$ cat config.mk
export PLATFORM = sky130hd
export DESIGN_NAME = tir_top
export DESIGN_NICKNAME = d
export VERILOG_FILES = /design/src/tir_top.v
export VERILOG_INCLUDE_DIRS = /design/src
export SDC_FILE = /design/constraint.sdc
export NUM_CORES = 1
export LEC_CHECK = 0
export ABC_AREA = 1
export BUFFER_PORTS_ARGS = -buffer_cell sky130_fd_sc_hd__buf_2
export CAP_MARGIN = 40
export CELL_PAD_IN_SITES_DETAIL_PLACEMENT = 1
export CELL_PAD_IN_SITES_GLOBAL_PLACEMENT = 2
export CORE_MARGIN = 8
export CORE_UTILIZATION = 34
export CTS_BUF_LIST = sky130_fd_sc_hd__clkbuf_4
export DETAILED_ROUTE_END_ITERATION = 8
export HOLD_SLACK_MARGIN = 0.12
export PLACE_DENSITY_LB_ADDON = 0.15
export RECOVER_POWER = 50
export SYNTH_ARGS = -nofsm -noshare
export SYNTH_HDL_FRONTEND = slang
export SYNTH_SLANG_ARGS = --single-unit
$ cat constraint.sdc
create_clock -name hclk -period 2.6 [get_ports hclk]
set_input_delay 0 -clock hclk [delete_from_list [all_inputs] [get_ports hclk]]
set_output_delay 0 -clock hclk [all_outputs]
set_load 0.1 [all_outputs]
$ cat src/tir_defines.vh
// constants for the trigger input response block: offsets, fields, codes, reset values
// assumes an ahb-lite slave with 32-bit data and one word per register
`ifndef TIR_DEFINES_VH
`define TIR_DEFINES_VH

`define TIR_NUM_LINES      5
`define TIR_NUM_CHANS      3

// register byte offsets
`define TIR_CFG_BASE       8'h00
`define TIR_CFG_STRIDE     8'h04
`define TIR_STATUS_ADDR    8'h14

// per-line configuration word fields
`define TIR_CFG_EN_BIT     0
`define TIR_CFG_TYPE_LO    1
`define TIR_CFG_SENS_LO    4
`define TIR_CFG_CHAN_LO    6
`define TIR_CFG_RESP_LO    9
`define TIR_CFG_WIDTH      13
`define TIR_CFG_RESET      13'h0000

// status word fields
`define TIR_ST_LEVEL_LO    0
`define TIR_ST_ON_LO       5
`define TIR_ST_MODE_LO     8
`define TIR_ST_PAIR_LO     14

// detection types
`define TIR_TYPE_RISE      3'h0
`define TIR_TYPE_FALL      3'h1
`define TIR_TYPE_HIGH      3'h2
`define TIR_TYPE_LOW       3'h3
`define TIR_TYPE_STATE     3'h4

// sensitivity codes and filter lengths in consecutive samples
`define TIR_SENS_LOW       2'h0
`define TIR_SENS_MID       2'h1
`define TIR_SENS_HIGH      2'h2
`define TIR_FLT_LOW        5'h10
`define TIR_FLT_MID        5'h08
`define TIR_FLT_HIGH       5'h02

// response actions
`define TIR_RESP_ON        4'h0
`define TIR_RESP_OFF       4'h1
`define TIR_RESP_TOGGLE    4'h2
`define TIR_RESP_POWER     4'h3
`define TIR_RESP_CV        4'h4
`define TIR_RESP_CC        4'h5
`define TIR_RESP_CR        4'h6
`define TIR_RESP_IND       4'h7
`define TIR_RESP_SER       4'h8
`define TIR_RESP_PAR       4'h9

// channel operating modes and pairing modes
`define TIR_MODE_SOURCE    2'h0
`define TIR_MODE_CV        2'h1
`define TIR_MODE_CC        2'h2
`define TIR_MODE_CR        2'h3
`define TIR_PAIR_IND       2'h0
`define TIR_PAIR_SER       2'h1
`define TIR_PAIR_PAR       2'h2

// ahb codes
`define TIR_HTRANS_NONSEQ  2'h2
`define TIR_HRESP_OKAY     1'b0

`endif

$ cat src/tir_top.v
// trigger input response: five filtered trigger lines driving channel output state
// assumes ahb-lite master, trigger inputs synchronous-ish to hclk, one clock domain
//
// Contract
// - five lines, each with readable enable
// - rise, fall, high, low or state detection
// - on response switches assigned channels on
// - off response switches assigned channels off
// - toggle inverts assigned channels each occurrence
// - power response sets assigned channels source mode
// - load responses set assigned channels load mode
// - pairing responses set channels one, two pairing
// - per-line readable three-channel assignment mask
// - low, mid, high sensitivity; low rejects most
// - per-line response action reads back
//
// Our own choices: the register offsets and the AHB-Lite register port.
`timescale 1ns/10ps
`default_nettype none
`include "tir_defines.vh"

module tir_top (
    // clock, reset, enable
    input  wire        hclk,
    input  wire        hresetn,
    input  wire        ce,
    // ahb-lite slave
    input  wire        hsel,
    input  wire [31:0] haddr,
    input  wire [1:0]  htrans,
    input  wire        hwrite,
    input  wire [2:0]  hsize,
    input  wire [31:0] hwdata,
    input  wire        hready,
    output wire        hreadyout,
    output wire        hresp,
    output wire [31:0] hrdata,
    // trigger lines
    input  wire [4:0]  trig_line_in,
    // channel control
    output wire [2:0]  chan_on,
    output wire [5:0]  chan_mode,
    output wire [1:0]  pair_mode
);

    localparam NL = `TIR_NUM_LINES;
    localparam NC = `TIR_NUM_CHANS;
    localparam CW = `TIR_CFG_WIDTH;

    // filter length for a sensitivity code; unused code behaves as high
    function [4:0] flt_len;
        input [1:0] sens;
        begin
            case (sens)
                `TIR_SENS_LOW: flt_len = `TIR_FLT_LOW;
                `TIR_SENS_MID: flt_len = `TIR_FLT_MID;
                default:       flt_len = `TIR_FLT_HIGH;
            endcase
        end
    endfunction

    // register index of a byte address, NL when not a config word
    function [2:0] cfg_index;
        input [7:0] a;
        begin
            if (a[1:0] == 2'h0 && a < (`TIR_CFG_BASE + NL * `TIR_CFG_STRIDE))
                cfg_index = a[4:2];
            else
                cfg_index = NL[2:0];
        end
    endfunction

    reg  [CW-1:0]   cfg_r [0:NL-1];
    reg  [2:0]      on_r;
    reg  [5:0]      mode_r;
    reg  [1:0]      pair_r;
    reg  [31:0]     rdata_r;
    reg             wr_pend_r;
    reg  [7:0]      wr_addr_r;
    reg  [2:0]      on_nxt;
    reg  [5:0]      mode_nxt;
    reg  [1:0]      pair_nxt;
    reg  [31:0]     rd_nxt;
    wire [NL-1:0]   filt;
    wire [NL-1:0]   fire;
    integer         i;
    integer         c;

    assign hreadyout = 1'b1;
    assign hresp     = `TIR_HRESP_OKAY;
    assign hrdata    = rdata_r;
    assign chan_on   = on_r;
    assign chan_mode = mode_r;
    assign pair_mode = pair_r;

    // per-line synchroniser, filter and detector
    genvar g;
    generate
        for (g = 0; g < NL; g = g + 1) begin : line
            reg        sync1_r;
            reg        sync2_r;
            reg        filt_r;
            reg        filt_d_r;
            reg        lvl_prev_r;
            reg  [4:0] cnt_r;
            wire       en    = cfg_r[g][`TIR_CFG_EN_BIT];
            wire [2:0] typ   = cfg_r[g][`TIR_CFG_TYPE_LO +: 3];
            wire [4:0] len   = flt_len(cfg_r[g][`TIR_CFG_SENS_LO +: 2]);
            wire       rise  = filt_r & ~filt_d_r;
            wire       fall  = ~filt_r & filt_d_r;
            wire       lvl   = en & (((typ == `TIR_TYPE_HIGH) & filt_r) |
                                     ((typ == `TIR_TYPE_LOW) & ~filt_r));
            wire       edg   = ((typ == `TIR_TYPE_RISE) & rise) |
                               ((typ == `TIR_TYPE_FALL) & fall) |
                               ((typ == `TIR_TYPE_STATE) & (rise | fall));

            always @(posedge hclk or negedge hresetn) begin
                if (!hresetn) begin
                    sync1_r    <= 1'b0;
                    sync2_r    <= 1'b0;
                    filt_r     <= 1'b0;
                    filt_d_r   <= 1'b0;
                    lvl_prev_r <= 1'b0;
                    cnt_r      <= 5'h00;
                end else if (ce) begin
                    sync1_r  <= trig_line_in[g];
                    sync2_r  <= sync1_r;
                    filt_d_r <= filt_r;
                    lvl_prev_r <= lvl;
                    // a change is taken only after len equal samples in a row
                    if (sync2_r == filt_r) begin
                        cnt_r <= 5'h00;
                    end else if (cnt_r + 5'h01 >= len) begin
                        filt_r <= sync2_r;
                        cnt_r  <= 5'h00;
                    end else begin
                        cnt_r <= cnt_r + 5'h01;
                    end
                end
            end

            assign filt[g] = filt_r;
            // level fires on entry only, so a held level does not re-toggle
            assign fire[g] = (en & edg) | (lvl & ~lvl_prev_r);
        end
    endgenerate

    // apply responses in line order; a higher line wins a same-cycle conflict
    always @* begin
        on_nxt   = on_r;
        mode_nxt = mode_r;
        pair_nxt = pair_r;
        for (i = 0; i < NL; i = i + 1) begin
            if (fire[i]) begin
                case (cfg_r[i][`TIR_CFG_RESP_LO +: 4])
                    `TIR_RESP_IND: pair_nxt = `TIR_PAIR_IND;
                    `TIR_RESP_SER: pair_nxt = `TIR_PAIR_SER;
                    `TIR_RESP_PAR: pair_nxt = `TIR_PAIR_PAR;
                    default: begin
                        for (c = 0; c < NC; c = c + 1) begin
                            if (cfg_r[i][`TIR_CFG_CHAN_LO + c]) begin
                                case (cfg_r[i][`TIR_CFG_RESP_LO +: 4])
                                    `TIR_RESP_ON:     on_nxt[c] = 1'b1;
                                    `TIR_RESP_OFF:    on_nxt[c] = 1'b0;
                                    `TIR_RESP_TOGGLE: on_nxt[c] = ~on_nxt[c];
                                    `TIR_RESP_POWER:  mode_nxt[2*c +: 2] = `TIR_MODE_SOURCE;
                                    `TIR_RESP_CV:     mode_nxt[2*c +: 2] = `TIR_MODE_CV;
                                    `TIR_RESP_CC:     mode_nxt[2*c +: 2] = `TIR_MODE_CC;
                                    `TIR_RESP_CR:     mode_nxt[2*c +: 2] = `TIR_MODE_CR;
                                    default:          on_nxt[c] = on_nxt[c];
                                endcase
                            end
                        end
                    end
                endcase
            end
        end
    end

    // read mux with write bypass, so a read right after a write sees new data
    always @* begin
        rd_nxt = 32'h0000_0000;
        if (cfg_index(haddr[7:0]) != NL[2:0]) begin
            if (wr_pend_r && wr_addr_r == haddr[7:0])
                rd_nxt[CW-1:0] = hwdata[CW-1:0];
            else
                rd_nxt[CW-1:0] = cfg_r[cfg_index(haddr[7:0])];
        end else if (haddr[7:0] == `TIR_STATUS_ADDR) begin
            rd_nxt[`TIR_ST_LEVEL_LO +: 5] = filt;
            rd_nxt[`TIR_ST_ON_LO +: 3]    = on_r;
            rd_nxt[`TIR_ST_MODE_LO +: 6]  = mode_r;
            rd_nxt[`TIR_ST_PAIR_LO +: 2]  = pair_r;
        end
    end

    // bus side: zero wait states, full-word access only, unmapped reads zero
    always @(posedge hclk or negedge hresetn) begin
        if (!hresetn) begin
            rdata_r   <= 32'h0000_0000;
            wr_pend_r <= 1'b0;
            wr_addr_r <= 8'h00;
            for (i = 0; i < NL; i = i + 1)
                cfg_r[i] <= `TIR_CFG_RESET;
        end else if (ce) begin
            if (wr_pend_r && cfg_index(wr_addr_r) != NL[2:0])
                cfg_r[cfg_index(wr_addr_r)] <= hwdata[CW-1:0];
            wr_pend_r <= 1'b0;
            if (hready && hsel && htrans == `TIR_HTRANS_NONSEQ) begin
                wr_pend_r <= hwrite;
                wr_addr_r <= haddr[7:0];
                if (!hwrite)
                    rdata_r <= rd_nxt;
            end
        end
    end

    // channel state owned by trigger responses
    always @(posedge hclk or negedge hresetn) begin
        if (!hresetn) begin
            on_r   <= 3'h0;
            mode_r <= 6'h00;
            pair_r <= `TIR_PAIR_IND;
        end else if (ce) begin
            on_r   <= on_nxt;
            mode_r <= mode_nxt;
            pair_r <= pair_nxt;
        end
    end

endmodule
`default_nettype wire

# Yosys cells after proc, flatten, opt, wreduce, memory -nomap -nowiden
# Index checks and enable logic that the tools add are counted.
# classes
n_bitwise,113
muxes,123
n_eq_ne,80
magnitude_cmp,10
add_sub_neg,5
reduce_logical,37
# ops
cell,n
case mux 2 bit (4 select lines),15
== test 4 x 3 -> 1 bit (second input constant),20
bitwise mux 65 bit,1
two-way mux 13 bit,5
two-way mux 6 bit,10
two-way mux 3 bit,18
bitwise AND 1 bit,50
two-way mux 5 bit,10
case mux 5 bit (2 select lines),5
case mux 1 bit (3 select lines),15
== test 4 x 2 -> 1 bit (second input constant),10
== test 4 bit (second input constant),10
two-way mux 2 bit,20
binary-select mux 13 bit (select 3 bit),1
demux 13 bit (select 3 bit),1
NOT 1 bit,36
== test 3 x 2 -> 1 bit (second input constant),10
case mux 2 bit (3 select lines),5
adder 5 x 1 -> 5 bit (second input constant),5
>= comparator 5 bit,5
bitwise OR 1 bit,25
== test 4 x 1 -> 1 bit (second input constant),5
logical NOT 4 bit,5
AND reduction 3 bit,6
other kinds (19),75
# totals
regBits,151

# Longest topological paths before layout
# logic_depth
depth_word,28
ltp_mapped,24
ltp_nobuf,24

# Worst setup path after synthesis
# OpenSTA, ideal clock, no wires.
# synth_path
path_type,register to register
startpoint,register on_r[0] (netlist: chan_on[0])
endpoint,register on_r[0] (netlist: chan_on[0])
t_required_ns,2.480
stages_incl_launch_ff,20
period_less_slack_ns,2.275
arrival_time_ns,2.155
path_buffers,0
slack_ns,0.325
cell_sequence,dfrtp_1 inv_1 o211ai_1 nand2_1 nand2_1 o21ai_1 nand2_1 nand3_1 nand2_1 nand2_1 nand2_1 nand2_1 nand2_1 nand2_1 nand2_1 nand2_1 nand2_1 nand2_1 nand2_1 nand2_1
# synth_via
elab_chain_cells,25
# synth_lines
element,line,source
from (decl),tir_top.v:74,reg [2:0] on_r;
from (signal assigned),tir_top.v:224,on_r <= on_nxt;
NOT 1 bit,tir_top.v:165,`TIR_RESP_TOGGLE: on_nxt[c] = ~on_nxt[c];
case mux 1 bit (3 select lines),tir_top.v:162,case (cfg_r[i][`TIR_CFG_RESP_LO +: 4])
two-way mux 1 bit,tir_top.v:161,if (cfg_r[i][`TIR_CFG_CHAN_LO + c]) begin
two-way mux 3 bit,tir_top.v:155,case (cfg_r[i][`TIR_CFG_RESP_LO +: 4])
two-way mux 3 bit *,tir_top.v:154,if (fire[i]) begin
NOT 1 bit,tir_top.v:165,
case mux 1 bit (3 select lines),tir_top.v:162,
two-way mux 1 bit,tir_top.v:161,
(+9 left out),--,
two-way mux 1 bit,tir_top.v:161,
two-way mux 3 bit,tir_top.v:155,
two-way mux 3 bit *,tir_top.v:154,
NOT 1 bit,tir_top.v:165,
case mux 1 bit (3 select lines),tir_top.v:162,
two-way mux 1 bit,tir_top.v:161,
two-way mux 3 bit,tir_top.v:155,
two-way mux 3 bit *,tir_top.v:154,
# Mark *: on every way between the ends. The rest lies on a longest branch, timed or not.
# A chain may end at the register's enable or synchronous reset.

# Worst setup path after layout
# layout_path
startpoint,register wr_addr_r[6]
endpoint,register rdata_r[1] (netlist: hrdata[1])
# layout_via
elab_chain_cells,4
# layout_lines
element,line,source
from (decl),tir_top.v:79,reg [7:0] wr_addr_r;
from (signal assigned),tir_top.v:210,wr_addr_r <= haddr[7:0];
== test 8 bit,tir_top.v:184,if (wr_pend_r && wr_addr_r == haddr[7:0])
logical AND 1 bit,tir_top.v:184,
two-way mux 13 bit,tir_top.v:184,
two-way mux 13 bit,tir_top.v:183,if (cfg_index(haddr[7:0]) != NL[2:0]) begin
to (signal assigned),tir_top.v:212,rdata_r <= rd_nxt;
to (decl),tir_top.v:77,reg [31:0] rdata_r;
# No other way between the ends.

==> summary.md <==
| Metric | Value |
|---|---|
| Outcome | `finished, violations left` |
| Failing checks | `capacitance limit, slew limit` |
| Via count | `9108` |
| Worst-case clock buffer depth | `2` |
| Critical path's slowest cell | `dlygate4sd3_1` |
| Mapped Avg Cell Area | `7.26 sq um` |
| Peak supply drop | `0.000335 V` |
| Synth top area share | `0.401` |
| Cell leakage power | `5.21 nW` |
| Hold depth | `5` |
| Total Wirelength | `33.8 mm` |
| DRT antenna net count | `0` |
| TritonCTS clock tree | `done` |
| Post-synth EDFFs | `0` |
| Worst r2r path cells | `10` |
| Layout cell share with drive strength beyond 1 | `0.131` |
| Min-delay worst type | `in2reg` |
| Startpoint types | `flip-flop` |
| Clock Pin Slew Worst Setup and Hold Paths | `0.17 ns` |
| Logic gate share of total power | `0.371` |
| Cell taking the most area after synthesis | `dfrtp_1` |
| Initial antenna violation count | `0` |
| Clk sinks | `151` |
| Clk_lat worst skew | `0.57 ns` |
| Final period util | `0.957` |
| Final setup violation count | `0` |
| CP arrival | `3.01 ns` |
| PortBufs | `60` |
| Final Slew Violations | `68` |
| Highest Clock Rate | `402 MHz` |
| Worst EP required | `3.13 ns` |
| Hold Violations, Final | `0` |
| Post-Synthesis Cells | `1298` |
| Pint | `4.01 mW` |
| Overflow after GRT | `0` |
| Synth cell types | `45` |
| CTS Root Cell | `clkbuf_4` |
| Drt initial violations | `547` |
| HPWL after DPL | `25.0 mm` |
| Clock power share | `0.217` |
| Main flop type after synthesis | `dfrtp_1` |
| Commonest non-fill, non-tap cell in the layout | `nand2_1` |
| Critical path class | `reg2reg` |
| Cts bufs inserted | `17` |
| PwrDens | `660 mW/mm^2` |
| Max FO, Critical Path | `26` |
| Cell Area, Synth | `0.00942 sq mm` |
| Sequential power share | `0.412` |
| Full die area | `0.0333 sq mm` |
| Worst-margin pin slew | `1.59 ns` |
| Drt first pass iters | `5` |
| Min Tclk post-route | `2.49 ns` |
| Worst slew margin | `-0.0616` |
| Diodes inserted | `0` |
| Ports | `125` |
| Vias/cell | `5.03` |
| Largest net degree at the start of global routing | `68` |
| Critical path capture point type | `flip-flop` |
| Max-cap check violation count | `1` |
| H-tree lvl count | `4` |
| Final net count | `1530` |
| Crit path cell chain | `or2_2 -> a21oi_1 -> o211ai_1 -> nor2_1 -> nand2_1 -> buf_4 -> nand3_1 -> o211ai_1 -> a31oi_1 -> dlygate4sd3_1` |
| CP dominant cell by count | `o211ai_1` |
| Worst path max stage delay | `0.56 ns` |
| Yosys warning count | `0` |
| Post-route DRC | `0` |
| Post-synth ARST share | `1.00` |
| RSZ-0062 raised after global routing | `yes` |
| Register bit total from synthesis | `151` |
| Total power | `7.35 mW` |
| Setup Skew | `0.0291 ns` |
| Die width | `182 um` |
| Number of global-route vias before repair | `9417` |
| Sw power | `3.34 mW` |
| Setup TNS | `0 ns` |
| First-pass GRT wire length | `54.0 mm` |
| Most frequent cells in the layout | `nand2_1 (327), inv_1 (166), o21ai_0 (152)` |
| Num rows | `61` |
| Net Sw Frac | `0.455` |
| Core Region | `0.0276 sq mm` |
| Initial Utilization | `0.342` |
| Sequential-to-total area share from yosys stat | `0.401` |
| Area grow syn2layout | `18.0%` |
| Final GP Congestion | `0.879` |
| WL per Instance | `18.7 um` |
| Top cells by area, synth | `dfrtp_1 (40%), nand2_1 (13%), o21ai_0 (8.4%)` |
| Die H | `182 um` |
| GRT Overall Usage | `0.207` |
## Yosys cell counts, types with 12 or more instances
cell type	instances
a21oi_1	54
a31oi_1	17
buf_4	23
clkbuf_1	31
dfrtp_1	151
ha_1	30
inv_1	166
nand2_1	336
nand3_1	61
nand4_1	12
nor2_1	91
nor3_1	16
o211ai_1	19
o21ai_0	159
o21ai_1	18
xor2_1	25
## final cells by class
cell class                 instances  area [sq um]
multi-input combinational        923          4810
tap                              378           473
timing repair buffer             151          1110
clock buffer                      18           135
sequential                       151          3780
clock inverter                    14           158
fill                            3486         16400
inverter                         176           661
## flip-flops by register name (all words and copies together) (netlist names)
register	flops
cfg_r	65
line.cnt_r	25
hrdata	16
wr_addr_r	8
chan_mode	6
line.filt_d_r	5
line.filt_r	5
line.lvl_prev_r	5
line.sync1_r	5
line.sync2_r	5
chan_on	3
pair_mode	2
wr_pend_r	1
## path summary, 6_finish.rpt
path | from | slack, ns | endpoint
max | wr_addr_r[6]$_DFFE_PN0P_ | 0.11 | hrdata[1]$_DFFE_PN0P_
min | hsel | 0.21 | wr_addr_r[3]$_DFFE_PN0P_
min in group asynchronous | hresetn | 0.98 | line[4].cnt_r[4]$_DFFE_PN0P_
max in group asynchronous | hresetn | 0.38 | hrdata[10]$_DFFE_PN0P_
min reg2reg | cfg_r[8]$_DFFE_PN0P_ | 0.50 | cfg_r[8]$_DFFE_PN0P_
max reg2reg | wr_addr_r[6]$_DFFE_PN0P_ | 0.11 | hrdata[1]$_DFFE_PN0P_
## what timing repair did
item,4_1_cts,5_1_grt
endpoints found under the hold margin,290,0
buffers inserted,0,3
resized for setup,1,29
setup endpoints to repair,1,14
pin swaps,0,11
hold buffers,51,0
## power groups by stage
stage / Clock (mW) / Sequential, mW / Combinational [mW]
after floorplan: 0 / 3.65 / 1.29
after CTS: 1.66 / 3.02 / 2.71
after global placement: 0 / 3.06 / 2.57
final: 1.59 / 3.03 / 2.73
after detailed placement: 0 / 3.07 / 2.61
after global routing: 1.75 / 3.08 / 3.03
## layer usage
layer / share of wire / up-vias / GRT usage
li1: - / 4458 / -
met1: 0.49 / 4465 / 0.291
met2: 0.45 / 155 / 0.326
met3: 0.041 / 30 / 0.0342
met4: 0.014 / 0 / 0.0466
met5: 0 / - / 0
## through the flow
| step | std cells | setup slack [ns] | hold slack (ns) | cell area (sq um) | utilization |
|---|---|---|---|---|---|
| 3_5_place_dp | 1725 | 0.00602 | 0.0679 | 10200 | 0.372 |
| 5_1_grt | 1811 | -0.0291 | 0.220 | 11100 | 0.404 |
| 2_1_floorplan | 1314 | 0.325 | -0.296 | 9480 | - |
| 4_1_cts | 1808 | 0.0248 | 0.173 | 11100 | 0.402 |
| 6_report | 1811 | 0.111 | 0.207 | 11100 | 0.404 |
| 3_3_place_gp | 1725 | 0.0792 | 0.0704 | 10200 | 0.372 |
## cell families (layout without fill, tap and decap cells)
group                      after synthesis  count (layout)  synth area share
and+or+nand+nor                        542             542             0.243
xor gates and xnor gates                25              25            0.0232
other                                    2              18          0.000797
DFF                                    151             151             0.401
buffers and inverters                  240             359             0.106
AOI/OAI and AO/OA                      308             308             0.187
adders and majority gates               30              30            0.0398
## worst max-delay path, delay by kind of cell, from the launching register on
| family | cells | cell delay [ns] |
|---|---|---|
| buf+inv | 2 | 0.81 |
| simple gates | 4 | 0.68 |
| compound gates | 4 | 0.52 |
| flops | 1 | 0.43 |
Note: power is estimated with default switching activity, not from simulation.
